## config.mk

```make
export PLATFORM = sky130hd
export DESIGN_NAME = rmp_top
export DESIGN_NICKNAME = d
export VERILOG_FILES = /design/src/rtl/rmp_pkg.sv /design/src/rtl/rmp_top.sv
export SDC_FILE = /design/constraint.sdc
export NUM_CORES = 2
export LEC_CHECK = 0
export BUFFER_PORTS_ARGS = -buffer_cell sky130_fd_sc_hd__buf_2
export CAP_MARGIN = 30
export CORE_ASPECT_RATIO = 0.7
export CORE_MARGIN = 3
export CORE_UTILIZATION = 60
export DETAILED_ROUTE_END_ITERATION = 8
export PLACE_DENSITY = 0.82
export SYNTH_ARGS = -nofsm -noshare
export SYNTH_HDL_FRONTEND = slang
export SYNTH_SLANG_ARGS = --single-unit
```

## constraint.sdc

```tcl
create_clock -name MCLK -period 32.9 [get_ports MCLK]
set_input_delay 3.29 -clock MCLK [delete_from_list [all_inputs] [get_ports MCLK]]
set_output_delay 3.29 -clock MCLK [all_outputs]
set_load 0.01 [all_outputs]
```

## src/rtl/rmp_pkg.sv

```systemverilog
/*
  Constants, register map and key codes for the reading math postprocessor.
  Assumes values are signed 32-bit fixed point with four decimal fraction digits.
*/
// Functional notes
// RULE_01 - Scale, percent error or off; light indicator
// RULE_02 - Scale result is reading minus offset over divisor
// RULE_03 - Scale uses offset and divisor operand registers
// RULE_04 - Percent error: (reading-ref)/ref times hundred
// RULE_05 - Over 200,000 counts shows signed over-limit
// RULE_06 - Enter key shows that register's contents
// RULE_07 - Enter opens entry; only blue keys, echoed
// RULE_08 - Operands signed, magnitude up to 199,999.9 (code accepts up to 199,999.9976)
// RULE_09 - Store copies readout, returns to measuring
// RULE_10 - Store while measuring loads displayed reading
// RULE_11 - Store target is the pressed store key
// RULE_12 - High resolution gives 6-1/2 digit readout
// RULE_13 - Integration one or eight line periods
// RULE_14 - No high resolution on AC, .1 V, 1 K
// RULE_15 - Normal resolution gives faster reading rate
// RULE_16 - Zero divisor shows over-limit indication
package rmp_pkg;
  localparam int          MCLK_HZ      = 125_000_000;
  localparam int          MAINS_60_HZ  = 60;
  localparam int          MAINS_50_HZ  = 50;
  localparam logic [3:0]  LINES_NORMAL = 4'h1;
  localparam logic [3:0]  LINES_HIRES  = 4'h8;
  localparam logic [31:0] FIX_SCALE    = 32'h0000_2710;  // 10000 per unit
  localparam logic [31:0] PCT_SCALE    = 32'h000f_4240;  // 100 * FIX_SCALE
  localparam logic [31:0] MAX_OPERAND  = 32'h7735_93e8;  // 199,999.9976
  localparam logic [55:0] OL_LIMIT     = 56'h00_0000_7735_9400; // 200,000
  localparam int          DIV_STEPS    = 56;
  localparam logic [7:0]  ADDR_CTRL    = 8'h00;
  localparam logic [7:0]  ADDR_STATUS  = 8'h04;
  localparam logic [7:0]  ADDR_YREG    = 8'h08;
  localparam logic [7:0]  ADDR_ZREG    = 8'h0c;
  localparam logic [7:0]  ADDR_RESULT  = 8'h10;
  localparam logic [31:0] CTRL_RESET   = 32'h0000_0000;
  localparam int          CTRL_MATH_LO = 0;
  localparam int          CTRL_HIRES   = 2;
  localparam int          CTRL_LINE50  = 3;
  typedef enum logic [1:0] {RMP_MATH_OFF, RMP_MATH_SCALE, RMP_MATH_PCT, RMP_MATH_RSV} rmp_math_t;
  localparam logic [4:0]  KEY_DOT      = 5'h0a;
  localparam logic [4:0]  KEY_SIGN     = 5'h0b;
  localparam logic [4:0]  KEY_ENTER_Y  = 5'h10;
  localparam logic [4:0]  KEY_ENTER_Z  = 5'h11;
  localparam logic [4:0]  KEY_STORE_Y  = 5'h12;
  localparam logic [4:0]  KEY_STORE_Z  = 5'h13;
  localparam logic [4:0]  KEY_SCALE    = 5'h14;
  localparam logic [4:0]  KEY_PCT      = 5'h15;
  localparam logic [4:0]  KEY_MATHOFF  = 5'h16;
  localparam logic [4:0]  KEY_HIRES    = 5'h17;
  localparam logic [3:0]  DIGIT_MAX    = 4'h9;
  localparam logic [31:0] TEN          = 32'h0000_000a;
endpackage

```

## src/rtl/rmp_top.sv

```systemverilog
/*
  Reading math postprocessor: operand registers, keypad entry, scale and
  percent-error arithmetic, over-limit flags and integration timing.
  Assumes key strobes and readings are synchronous one-cycle pulses on MCLK,
  and an APB master that keeps to the usual setup and access phases.
*/
`timescale 1ns/1ns
module rmp_top
  import rmp_pkg::*;
#(
  parameter int LINE60_CYCLES = MCLK_HZ / MAINS_60_HZ,
  parameter int LINE50_CYCLES = MCLK_HZ / MAINS_50_HZ
) (
  input  wire logic        MCLK,
  input  wire logic        RESET,
  input  wire logic        PSEL,
  input  wire logic        PENABLE,
  input  wire logic        PWRITE,
  input  wire logic [7:0]  PADDR,
  input  wire logic [31:0] PWDATA,
  output logic      [31:0] PRDATA,
  output logic             PREADY,
  output logic             PSLVERR,
  input  wire logic        KEY_STB,
  input  wire logic [4:0]  KEY_CODE,
  input  wire logic        RDG_VALID,
  input  wire logic [31:0] RDG_VAL,
  input  wire logic        AC_FUNC,
  input  wire logic        LOW_RANGE,
  output logic      [31:0] DISP_VAL,
  output logic             POS_OVER_LIMIT,
  output logic             NEG_OVER_LIMIT,
  output logic             IND_SCALE,
  output logic             IND_PCT,
  output logic             IND_MATH_OFF,
  output logic             ENTRY_MODE,
  output logic             DIGITS_6,
  output logic             INTEG_END
);

  function automatic logic [31:0] mag32(input logic [31:0] v);
    mag32 = v[31] ? (~v + 32'h0000_0001) : v;
  endfunction

  function automatic logic [31:0] neg_if(input logic s, input logic [31:0] v);
    neg_if = s ? (~v + 32'h0000_0001) : v;
  endfunction

  typedef enum logic [1:0] {RMP_IDLE, RMP_DIV, RMP_DONE} rmp_state_t;

  //////////////////////////////////////////////////////////////////////////
  // State
  logic [31:0] ctrl_q, yreg_q, zreg_q, result_q, disp_q;
  logic [31:0] prdata_q;
  logic        pready_q, pslverr_q;
  logic        pos_ol_q, neg_ol_q, entry_q;
  logic        pos_vis_q, neg_vis_q;
  logic [31:0] emag_q, ewt_q;
  logic        eneg_q, edot_q, efresh_q;
  rmp_state_t  st_q;
  logic [55:0] dvd_q;
  logic [32:0] rem_q;
  logic [31:0] dvs_q;
  logic [5:0]  cnt_q;
  logic        qneg_q, dzero_q;
  logic [31:0] integ_q;
  logic [3:0]  lines_q;
  logic        integ_end_q, ind_s_q, ind_p_q, ind_o_q, dig6_q;

  //////////////////////////////////////////////////////////////////////////
  // APB decode
  wire         apb_acc  = PSEL & PENABLE & ~pready_q;
  wire         apb_done = PSEL & PENABLE & pready_q;
  wire         wr_fire  = apb_done & PWRITE & ~pslverr_q;
  wire         hit_ctrl = (PADDR == ADDR_CTRL);
  wire         hit_stat = (PADDR == ADDR_STATUS);
  wire         hit_y    = (PADDR == ADDR_YREG);
  wire         hit_z    = (PADDR == ADDR_ZREG);
  wire         hit_res  = (PADDR == ADDR_RESULT);
  wire         mapped   = hit_ctrl | hit_stat | hit_y | hit_z | hit_res;
  wire         ro_hit   = hit_stat | hit_res;
  wire [31:0]  status_w = {25'h0, dig6_q, (st_q != RMP_IDLE), neg_ol_q, pos_ol_q,
                           entry_q, 2'h0};
  wire [31:0]  rd_mux   = hit_ctrl ? ctrl_q :
                          hit_stat ? status_w :
                          hit_y    ? yreg_q :
                          hit_z    ? zreg_q :
                          hit_res  ? result_q : 32'h0000_0000;
  wire [31:0]  pw_mag   = mag32(PWDATA);
  wire         pw_ok    = (pw_mag <= MAX_OPERAND);                    // RULE_08

  //////////////////////////////////////////////////////////////////////////
  // Mode and resolution
  wire [1:0]   math_sel = ctrl_q[CTRL_MATH_LO +: 2];
  wire         m_scale  = (math_sel == RMP_MATH_SCALE);
  wire         m_pct    = (math_sel == RMP_MATH_PCT);
  wire         m_off    = ~m_scale & ~m_pct;                          // RULE_01
  wire         hires    = ctrl_q[CTRL_HIRES] & ~AC_FUNC & ~LOW_RANGE; // RULE_14
  wire [31:0]  line_cyc = ctrl_q[CTRL_LINE50] ? LINE50_CYCLES : LINE60_CYCLES;
  wire [3:0]   lines_n  = hires ? LINES_HIRES : LINES_NORMAL;         // RULE_13

  //////////////////////////////////////////////////////////////////////////
  // Keypad decode
  wire         is_digit = KEY_STB & (KEY_CODE[4] == 1'b0) & (KEY_CODE[3:0] <= DIGIT_MAX)
                          & ~KEY_CODE[4];
  wire         k_dot    = KEY_STB & (KEY_CODE == KEY_DOT);
  wire         k_sign   = KEY_STB & (KEY_CODE == KEY_SIGN);
  wire         k_ent_y  = KEY_STB & (KEY_CODE == KEY_ENTER_Y);
  wire         k_ent_z  = KEY_STB & (KEY_CODE == KEY_ENTER_Z);
  wire         k_sto_y  = KEY_STB & (KEY_CODE == KEY_STORE_Y);
  wire         k_sto_z  = KEY_STB & (KEY_CODE == KEY_STORE_Z);
  wire         k_math   = ~entry_q & KEY_STB &                           // RULE_07
                          ((KEY_CODE == KEY_SCALE) | (KEY_CODE == KEY_PCT) |
                           (KEY_CODE == KEY_MATHOFF));
  wire         k_hires  = ~entry_q & KEY_STB & (KEY_CODE == KEY_HIRES); // RULE_07
  wire         k_enter  = k_ent_y | k_ent_z;
  wire         k_store  = k_sto_y | k_sto_z;
  wire [1:0]   key_math = (KEY_CODE == KEY_SCALE) ? RMP_MATH_SCALE :
                          (KEY_CODE == KEY_PCT)   ? RMP_MATH_PCT : RMP_MATH_OFF;

  //////////////////////////////////////////////////////////////////////////
  // Numeric entry
  wire [31:0]  e_base   = efresh_q ? 32'h0000_0000 : emag_q;
  wire         e_dot    = efresh_q ? 1'b0 : edot_q;
  wire [31:0]  e_wt     = efresh_q ? FIX_SCALE : ewt_q;
  wire [31:0]  dval     = {28'h0, KEY_CODE[3:0]};
  wire [35:0]  cand_int = 36'(e_base) * 36'(TEN) + 36'(dval) * 36'(FIX_SCALE);
  wire [35:0]  cand_frc = 36'(e_base) + 36'(dval) * 36'(e_wt);
  wire [35:0]  cand     = e_dot ? cand_frc : cand_int;
  wire         frc_room = ~e_dot | (e_wt != 32'h0000_0000);
  wire         dig_ok   = entry_q & is_digit & frc_room &
                          (cand <= 36'(MAX_OPERAND));                  // RULE_08
  wire [31:0]  ewt_next = e_dot ? (e_wt / TEN) : e_wt;
  wire [31:0]  entry_val = neg_if(eneg_q, emag_q);
  wire [31:0]  enter_src = k_ent_y ? yreg_q : zreg_q;

  //////////////////////////////////////////////////////////////////////////
  // Math datapath setup
  wire [31:0]  ref_val  = m_pct ? yreg_q : zreg_q;                     // RULE_03
  wire [32:0]  numer    = {RDG_VAL[31], RDG_VAL} - {ref_val[31], ref_val}; // RULE_02
  wire         num_neg  = numer[32];
  wire [32:0]  num_mag  = num_neg ? (~numer + 33'h0_0000_0001) : numer;
  wire [31:0]  mult     = m_pct ? PCT_SCALE : FIX_SCALE;               // RULE_04
  wire [55:0]  dvd_init = 56'(num_mag) * 56'(mult);
  wire [31:0]  y_mag    = mag32(yreg_q);
  wire         start    = RDG_VALID & (st_q == RMP_IDLE);
  wire [32:0]  rem_sh   = {rem_q[31:0], dvd_q[55]};
  wire         rem_ge   = (rem_sh >= {1'b0, dvs_q});
  wire [32:0]  rem_nx   = rem_ge ? (rem_sh - {1'b0, dvs_q}) : rem_sh;
  wire         q_over   = (dvd_q > OL_LIMIT);
  wire [31:0]  x_mag    = mag32(RDG_VAL);
  wire         x_over   = ({24'h0, x_mag} > OL_LIMIT);
  wire         ol_x     = start & m_off;
  wire         ol_div   = (st_q == RMP_DONE);
  wire         pos_nx   = ol_x   ? (x_over & ~RDG_VAL[31]) :
                          ol_div ? ((dzero_q | q_over) & ~qneg_q) : pos_ol_q; // RULE_05
  wire         neg_nx   = ol_x   ? (x_over & RDG_VAL[31]) :
                          ol_div ? ((dzero_q | q_over) & qneg_q) : neg_ol_q;  // RULE_16
  wire         entry_nx = ~k_store & (k_enter | entry_q);

  //////////////////////////////////////////////////////////////////////////
  // APB slave: one wait state, error on unmapped access or read-only write
  always_ff @(posedge MCLK or posedge RESET) begin
    if (RESET) begin
      pready_q  <= 1'b0;
      pslverr_q <= 1'b0;
      prdata_q  <= 32'h0000_0000;
    end else begin
      pready_q  <= apb_acc;
      pslverr_q <= apb_acc & (~mapped | (PWRITE & ro_hit));
      if (apb_acc & ~PWRITE) begin
        prdata_q <= rd_mux;
      end
    end
  end

  //////////////////////////////////////////////////////////////////////////
  // Control register and operand registers
  always_ff @(posedge MCLK or posedge RESET) begin
    if (RESET) begin
      ctrl_q <= CTRL_RESET;
    end else if (k_math) begin
      ctrl_q[CTRL_MATH_LO +: 2] <= key_math;                           // RULE_01
    end else if (k_hires) begin
      ctrl_q[CTRL_HIRES] <= ~ctrl_q[CTRL_HIRES];
    end else if (wr_fire & hit_ctrl) begin
      ctrl_q <= {28'h0, PWDATA[3:0]};
    end
  end

  always_ff @(posedge MCLK or posedge RESET) begin
    if (RESET) begin
      yreg_q <= 32'h0000_0000;
      zreg_q <= 32'h0000_0000;
    end else begin
      if (k_sto_y) begin
        yreg_q <= disp_q;                                              // RULE_11
      end else if (wr_fire & hit_y & pw_ok) begin
        yreg_q <= PWDATA;
      end
      if (k_sto_z) begin
        zreg_q <= disp_q;                                              // RULE_11
      end else if (wr_fire & hit_z & pw_ok) begin
        zreg_q <= PWDATA;
      end
    end
  end

  //////////////////////////////////////////////////////////////////////////
  // Entry mode and entry accumulator
  always_ff @(posedge MCLK or posedge RESET) begin
    if (RESET) begin
      entry_q  <= 1'b0;
      emag_q   <= 32'h0000_0000;
      eneg_q   <= 1'b0;
      edot_q   <= 1'b0;
      ewt_q    <= FIX_SCALE;
      efresh_q <= 1'b1;
    end else if (k_store) begin
      entry_q <= 1'b0;                                                 // RULE_09
    end else if (k_enter) begin
      entry_q  <= 1'b1;                                                // RULE_07
      emag_q   <= mag32(enter_src);                                    // RULE_06
      eneg_q   <= enter_src[31];
      efresh_q <= 1'b1;
    end else if (dig_ok) begin
      emag_q   <= cand[31:0];                                          // RULE_07
      edot_q   <= e_dot;
      ewt_q    <= ewt_next;
      eneg_q   <= efresh_q ? 1'b0 : eneg_q;
      efresh_q <= 1'b0;
    end else if (entry_q & k_dot & ~(edot_q & ~efresh_q)) begin
      emag_q   <= e_base;
      edot_q   <= 1'b1;
      ewt_q    <= FIX_SCALE / TEN;
      eneg_q   <= efresh_q ? 1'b0 : eneg_q;
      efresh_q <= 1'b0;
    end else if (entry_q & k_sign) begin
      eneg_q   <= ~eneg_q;
    end
  end

  //////////////////////////////////////////////////////////////////////////
  // Sequential divider for scale and percent error
  always_ff @(posedge MCLK or posedge RESET) begin
    if (RESET) begin
      st_q    <= RMP_IDLE;
      dvd_q   <= 56'h0;
      rem_q   <= 33'h0;
      dvs_q   <= 32'h0000_0000;
      cnt_q   <= 6'h0;
      qneg_q  <= 1'b0;
      dzero_q <= 1'b0;
    end else begin
      case (st_q)
        RMP_IDLE: begin
          if (start & ~m_off) begin
            dvd_q   <= dvd_init;
            rem_q   <= 33'h0;
            dvs_q   <= y_mag;                                          // RULE_03
            cnt_q   <= 6'(DIV_STEPS - 1);
            qneg_q  <= num_neg ^ yreg_q[31];
            dzero_q <= (y_mag == 32'h0000_0000);                       // RULE_16
            st_q    <= RMP_DIV;
          end
        end
        RMP_DIV: begin
          dvd_q <= {dvd_q[54:0], rem_ge};
          rem_q <= rem_nx;
          cnt_q <= cnt_q - 6'h1;
          if (cnt_q == 6'h0) begin
            st_q <= RMP_DONE;
          end
        end
        RMP_DONE: begin
          st_q <= RMP_IDLE;
        end
        default: begin
          st_q <= RMP_IDLE;
        end
      endcase
    end
  end

  //////////////////////////////////////////////////////////////////////////
  // Result, readout and over-limit flags
  always_ff @(posedge MCLK or posedge RESET) begin
    if (RESET) begin
      result_q <= 32'h0000_0000;
      pos_ol_q <= 1'b0;
      neg_ol_q <= 1'b0;
      pos_vis_q <= 1'b0;
      neg_vis_q <= 1'b0;
      disp_q   <= 32'h0000_0000;
    end else begin
      pos_ol_q  <= pos_nx;
      neg_ol_q  <= neg_nx;
      // Flags hidden while an entry is on the readout
      pos_vis_q <= pos_nx & ~entry_nx;                                 // RULE_05
      neg_vis_q <= neg_nx & ~entry_nx;
      if (ol_x) begin
        result_q <= RDG_VAL;
      end else if (ol_div) begin
        result_q <= neg_if(qneg_q, dvd_q[31:0]);                       // RULE_02
      end
      if (k_enter) begin
        disp_q <= enter_src;                                           // RULE_06
      end else if (entry_q) begin
        disp_q <= entry_val;                                           // RULE_07
      end else if (start & m_off) begin
        disp_q <= RDG_VAL;                                             // RULE_10
      end else if (st_q == RMP_DONE) begin
        disp_q <= neg_if(qneg_q, dvd_q[31:0]);
      end
    end
  end

  //////////////////////////////////////////////////////////////////////////
  // Integration timer and indicators
  always_ff @(posedge MCLK or posedge RESET) begin
    if (RESET) begin
      integ_q     <= 32'h0000_0000;
      lines_q     <= 4'h0;
      integ_end_q <= 1'b0;
      ind_s_q     <= 1'b0;
      ind_p_q     <= 1'b0;
      ind_o_q     <= 1'b1;
      dig6_q      <= 1'b0;
    end else begin
      ind_s_q <= m_scale;                                              // RULE_01
      ind_p_q <= m_pct;
      ind_o_q <= m_off;
      dig6_q  <= hires;                                                // RULE_12
      integ_end_q <= 1'b0;
      if (integ_q + 32'h0000_0001 >= line_cyc) begin
        integ_q <= 32'h0000_0000;
        if (lines_q + 4'h1 >= lines_n) begin
          lines_q     <= 4'h0;
          integ_end_q <= 1'b1;                                         // RULE_15
        end else begin
          lines_q <= lines_q + 4'h1;                                   // RULE_13
        end
      end else begin
        integ_q <= integ_q + 32'h0000_0001;
      end
    end
  end

  //////////////////////////////////////////////////////////////////////////
  // Outputs
  assign PRDATA         = prdata_q;
  assign PREADY         = pready_q;
  assign PSLVERR        = pslverr_q;
  assign DISP_VAL       = disp_q;
  assign POS_OVER_LIMIT = pos_vis_q;
  assign NEG_OVER_LIMIT = neg_vis_q;
  assign IND_SCALE      = ind_s_q;
  assign IND_PCT        = ind_p_q;
  assign IND_MATH_OFF   = ind_o_q;
  assign ENTRY_MODE     = entry_q;
  assign DIGITS_6       = dig6_q;
  assign INTEG_END      = integ_end_q;

endmodule

```

======== After elaboration in Yosys (flattened, before gate mapping) ========
Cells that the tools add are included.
word-level totals
  word-level logic and storage cells ...... 268
  bits in registers ....................... 409
  input bits .............................. 86
  output and inout port bits .............. 74
cells by class
  reduce and logical (&&, ||, !) cells .... 26
  add/subtract/negate cells ............... 14
  $mul .................................... 4
  div/mod/pow operators ................... 1
  equality and inequality tests ........... 21
  multiplexer cells ....................... 71
  bitwise operators ....................... 89
  order comparisons ....................... 8
operator list
  kind                   count
  $mux 32                32
  $add 32x1->32 const B  7
  $not 32->32            6
  $pmux 56 s2            1
  $pmux 32 s2            1
  $gt 56x31->1 const B   1
  $mux 56                1
  $mul 33x20->53         1
  $and 1x1->1            45
  $eq 5x5->1 const B     8
  $add 32x36->36         1
  $add 36x18->36         1
  $le 36x31->1 const B   1
  $mul 4x32->36          1
  $mux 36                1
  $mul 32x3->35 const B  1
  $add 33x1->33 const B  1
  $ge 33x32->1           1
  $mux 33                1
  $not 33->33            1
  $sub 32x32->33         1
  $div 32x4->32 const B  1
  $ge 32x22->1           1
  $gt 32x31->1 const B   1
  37 further kinds       117

======== Depth between registers and ports, before layout ========
  depth in word-level cells ............... 9
  depth in mapped cells ................... 91

======== Least setup slack after synthesis ========
OpenSTA, ideal clock, no wires.
  path kind ............................... input to register
  start point ............................. input RDG_VAL[0]
  end point ............................... register dvd_q[52]
  stages .................................. 86
  required time ........................... 32764 ps
  arrival ................................. 17516 ps
  setup slack ............................. 15248 ps
  library setup time ...................... 136 ps
  cells stage by stage .................... inv_1 -> ha_1 -> fa_1 -> nor2b_1 -> o21ai_0 -> a21boi_0 -> o21ai_0 -> nand2b_1 -> a21o_1 -> a21o_1 -> a21oi_1 -> nor2_1 -> nor2_1 -> nor2b_1 -> o21ai_0 -> nand2b_1 -> a21o_1 -> a21o_1 -> (+50 left out) -> a21oi_1 -> o21bai_1 -> a21oi_1 -> o21bai_1 -> a21oi_1 -> o21ai_0 -> a21oi_1 -> a21oi_1 -> a41oi_1 -> a21oi_1 -> a21o_1 -> a21o_1 -> nand2_1 -> a21oi_1 -> a21o_1 -> a21oi_1 -> xnor2_1 -> o21ai_0
between the ends
  word-level cells in the longest chain between the ends .. 7
RTL lines
  what                    RTL line        RTL
  start: declaration      rmp_top.sv:27   input wire logic [31:0] RDG_VAL,
  $sub 32x32->33 *        rmp_top.sv:140  wire [32:0] numer = {RDG_VAL[31], RDG_VAL} - {ref_val[31], ref_val};
  $not 33->33             rmp_top.sv:142  wire [32:0] num_mag = num_neg ? (~numer + 33'h0_0000_0001) : numer;
  $add 33x1->33           rmp_top.sv:142
  $mux 33 *               rmp_top.sv:142
  $mul 33x20->53 *        rmp_top.sv:144  wire [55:0] dvd_init = 56'(num_mag) * 56'(mult);
  $mux 56 *               rmp_top.sv:257  if (start & ~m_off) begin
  $pmux 56 s2 *           rmp_top.sv:255  case (st_q)
  end signal: assignment  rmp_top.sv:258  dvd_q <= dvd_init;
  end signal: assignment  rmp_top.sv:268  dvd_q <= {dvd_q[54:0], rem_ge};
  end: declaration        rmp_top.sv:61   logic [55:0] dvd_q;
Every way passes the cells marked *; elsewhere a longest branch is shown, timed or not. The select of a mux whose other input is x is not followed.
A chain may end at the register's enable or synchronous reset.

======== Final worst setup path ========
Same ends and word-level chain as after synthesis.

==> out/summary.txt <==
Pre-CTS setup slack - 13.16 ns
Crit end category - register
Total wire length - 158000 um
DRT iter0 DRCs - 5985
Final hold vios - 0
Fin crit period - 19.51 ns
CTS tree - yes
Setup WS post-layout - 13.39 ns
PostCTS Resize Cnt - 0
Hold-fix buffers, CTS - 0
Biggest area consumer among synthesized cells - dfrtp_1
Fillcell total - 6835
Most frequent cells in the layout - nand2_1, inv_1, nor2_1, o21ai_0, ha_1
Maximum root-to-sink buffer count - 3
Setup crit start kind - input pin
Initial Util - 61.4%
H-tree depth - 2
Rows - 87
Crit path top cell by count - a21oi_1
Final Skew - 0.0193 ns
Post-Syn Area - 50100 um^2
Vias in the first global route - 43029
Initial antenna violation count - 6
CP arrival - 19.96 ns
Hold depth - 1
MaxCap Viol Count - 0
Global Route Usage Sum - 36.3%
Sequential fraction of the synthesis area - 20.4%
Synth-to-Final Area Change - 6.03%
Area share of the largest cell type after synthesis - 20.1%
Sink Count - 409
First-pass GRT wire length - 248000 um
First drt pass iteration count - 8
Total grt overflow - 0
Most common cell after layout, fill and taps aside - nand2_1
Ratio of cells with drive above 1 in the final layout - 7.77%
Instance count on the critical path - 87
Met1 usage - 54.7%
DRC Markers - 0
Post-DP Area - 51500 um^2
YS warnings - 0
Worst Path Class, Setup - input pin to register
Placer Congestion - 1.02
Top cells by area, synth - dfrtp_1, fa_1, ha_1
Worst path bufs/invs - 8
DR WL/cell - 22.4 um
Die H - 248 um
Avg Inst Size Synth - 8.36 um^2
Final Cycle Share - 59.3%
Slowest CP cell - fa_1
Final #Nets - 6881
M3 GR Usage - 10.9%
Busiest grt layer - met1
Synthesized flop and latch total - 409
Final ANT Viol Nets - 0
Non-filler cells in the finished layout - 7059
Core ar. - 81600 um^2
Least-Margin Pin Slew - 1.06 ns
Vias per cell - 6.42
Met2 Use GR - 50.0%
Setup violators final - 0
Largest net degree at the start of global routing - 151
Rel. slew slack - 29.1%
Async SR Flop Fraction - 100%
Pins Over Slew Limit - 0
Post-CTS Setup Bufs - 0
Later-pin clock latency in the skew report - 0.61 ns
Crit path max fanout - 19
EDFF count, synth - 0
IO buf count - 159
Status - complete, no violations
Clock transition at path regs - 0.06 ns
Cell count after placement - 6969
Die W - 351 um
Final Cell Area - 53100 um^2
Crit-path leading delay family - compound AO/OA/AOI/OAI gates
Slowest cell delay on critical path - 0.55 ns
IO Pins - 160
Die area - 87100 um^2
TritonCTS Buffers - 42
Total negative slack - 0 ns
Routed via count - 45328
Hpwl dp - 124000 um
Most used DFF post-synth - dfrtp_1
CP Data Required Time - 33.35 ns
Clk root buf - clkbuf_16
Worst min path class - register to register
Post-synthesis cell type count - 121
FF-to-FF path depth - 87
Fmax - 0.0513 GHz
Unrepaired setup endpoints after global routing - no
Gate Count Post-Synth - 5994
[state kept, by name, indices dropped and copies added, names as in the netlist, 2 cells and up]
register and count:
dvd_q 56, DISP_VAL 32, PRDATA 32, dvs_q 32, emag_q 32, ewt_q 32
integ_q 32, rem_q 32, result_q 32, yreg_q 32, zreg_q 32, cnt_q 6
ctrl_q 4, lines_q 4, st_q 2
[metrics by stage]
stage | hold slack (ns) | utilization [%]
final | 0.479 | 65.1
after CTS | 0.481 | 64.9
after detailed placement | 0.467 | 63.1
after global placement | 0.459 | 63.1
after floorplan | 0.440 | -
after global routing | 0.504 | 65.1
[kinds of logic after synthesis]
| kind of cell | share of synthesized area [%] |
|---|---|
| buffers and inverters | 6.54 |
| xor gates and xnor gates | 6.03 |
| other | 0.00749 |
| DFF | 20.4 |
| adders and majority gates | 26.5 |
| muxes | 4.03 |
| and+or+nand+nor | 17.1 |
| AOI/OAI and AO/OA | 19.3 |
[cell usage after synthesis (all sizes together), types with 24 or more instances]
cell / number
a211oi: 32
a21boi: 36
a21o: 79
a21oi: 423
a222oi: 30
a22oi: 56
a31oi: 35
and2: 31
and3: 60
buf: 54
clkbuf: 272
dfrtp: 402
fa: 365
ha: 476
inv: 518
mux2i: 179
nand2: 554
nand2b: 49
nand3: 140
nand4: 36
nor2: 508
nor2b: 120
nor3: 127
nor4: 41
o211ai: 24
o21a: 35
o21ai: 502
o21bai: 53
o22ai: 28
o31ai: 42
or2: 53
or3: 39
xnor2: 194
xor2: 151
[area by class of cell]
class	count	area, um^2	share of cell area [%]
clock buffer	51	1170	2.20
tap	1068	1340	2.52
clock inverter	26	320	0.603
multi-input combinational	4751	36700	69.1
sequential	409	10200	19.3
antenna	4	10.0	0.0188
inverter	519	1960	3.68
timing repair buffer	231	1370	2.57
[final timing paths]
path                            slack (ns)           end          from
worst max-delay path                 13.39     dvd_q[52]    RDG_VAL[0]
worst min-delay path                  0.48  result_q[23]  result_q[23]
worst max register to register       14.60     dvd_q[52]     ctrl_q[0]
worst min register to register        0.48  result_q[23]  result_q[23]
max in group asynchronous            26.87  result_q[29]         RESET
min in group asynchronous             2.58    lines_q[0]         RESET
[worst reg2reg max path: cells and delay by family, from the launching register on]
kind | cells | cell delay [ns]
buffers and inverters | 7 | 0.94
muxes | 1 | 0.49
adders and majority gates | 10 | 4.19
and+or+nand+nor | 9 | 1.28
DFF | 1 | 0.45
AOI/OAI and AO/OA | 58 | 10.44
xor gates and xnor gates | 2 | 0.34
[layer usage]
layer  vias up  part of all wire [%]
li1      20699                     -
met1     21668                    43
met2      2672                    40
met3       285                    14
met4         4                   3.0
met5         -                 0.013
Power is not shown: default switching activity piles up to over one toggle a cycle in this logic, so the estimate is an artifact.
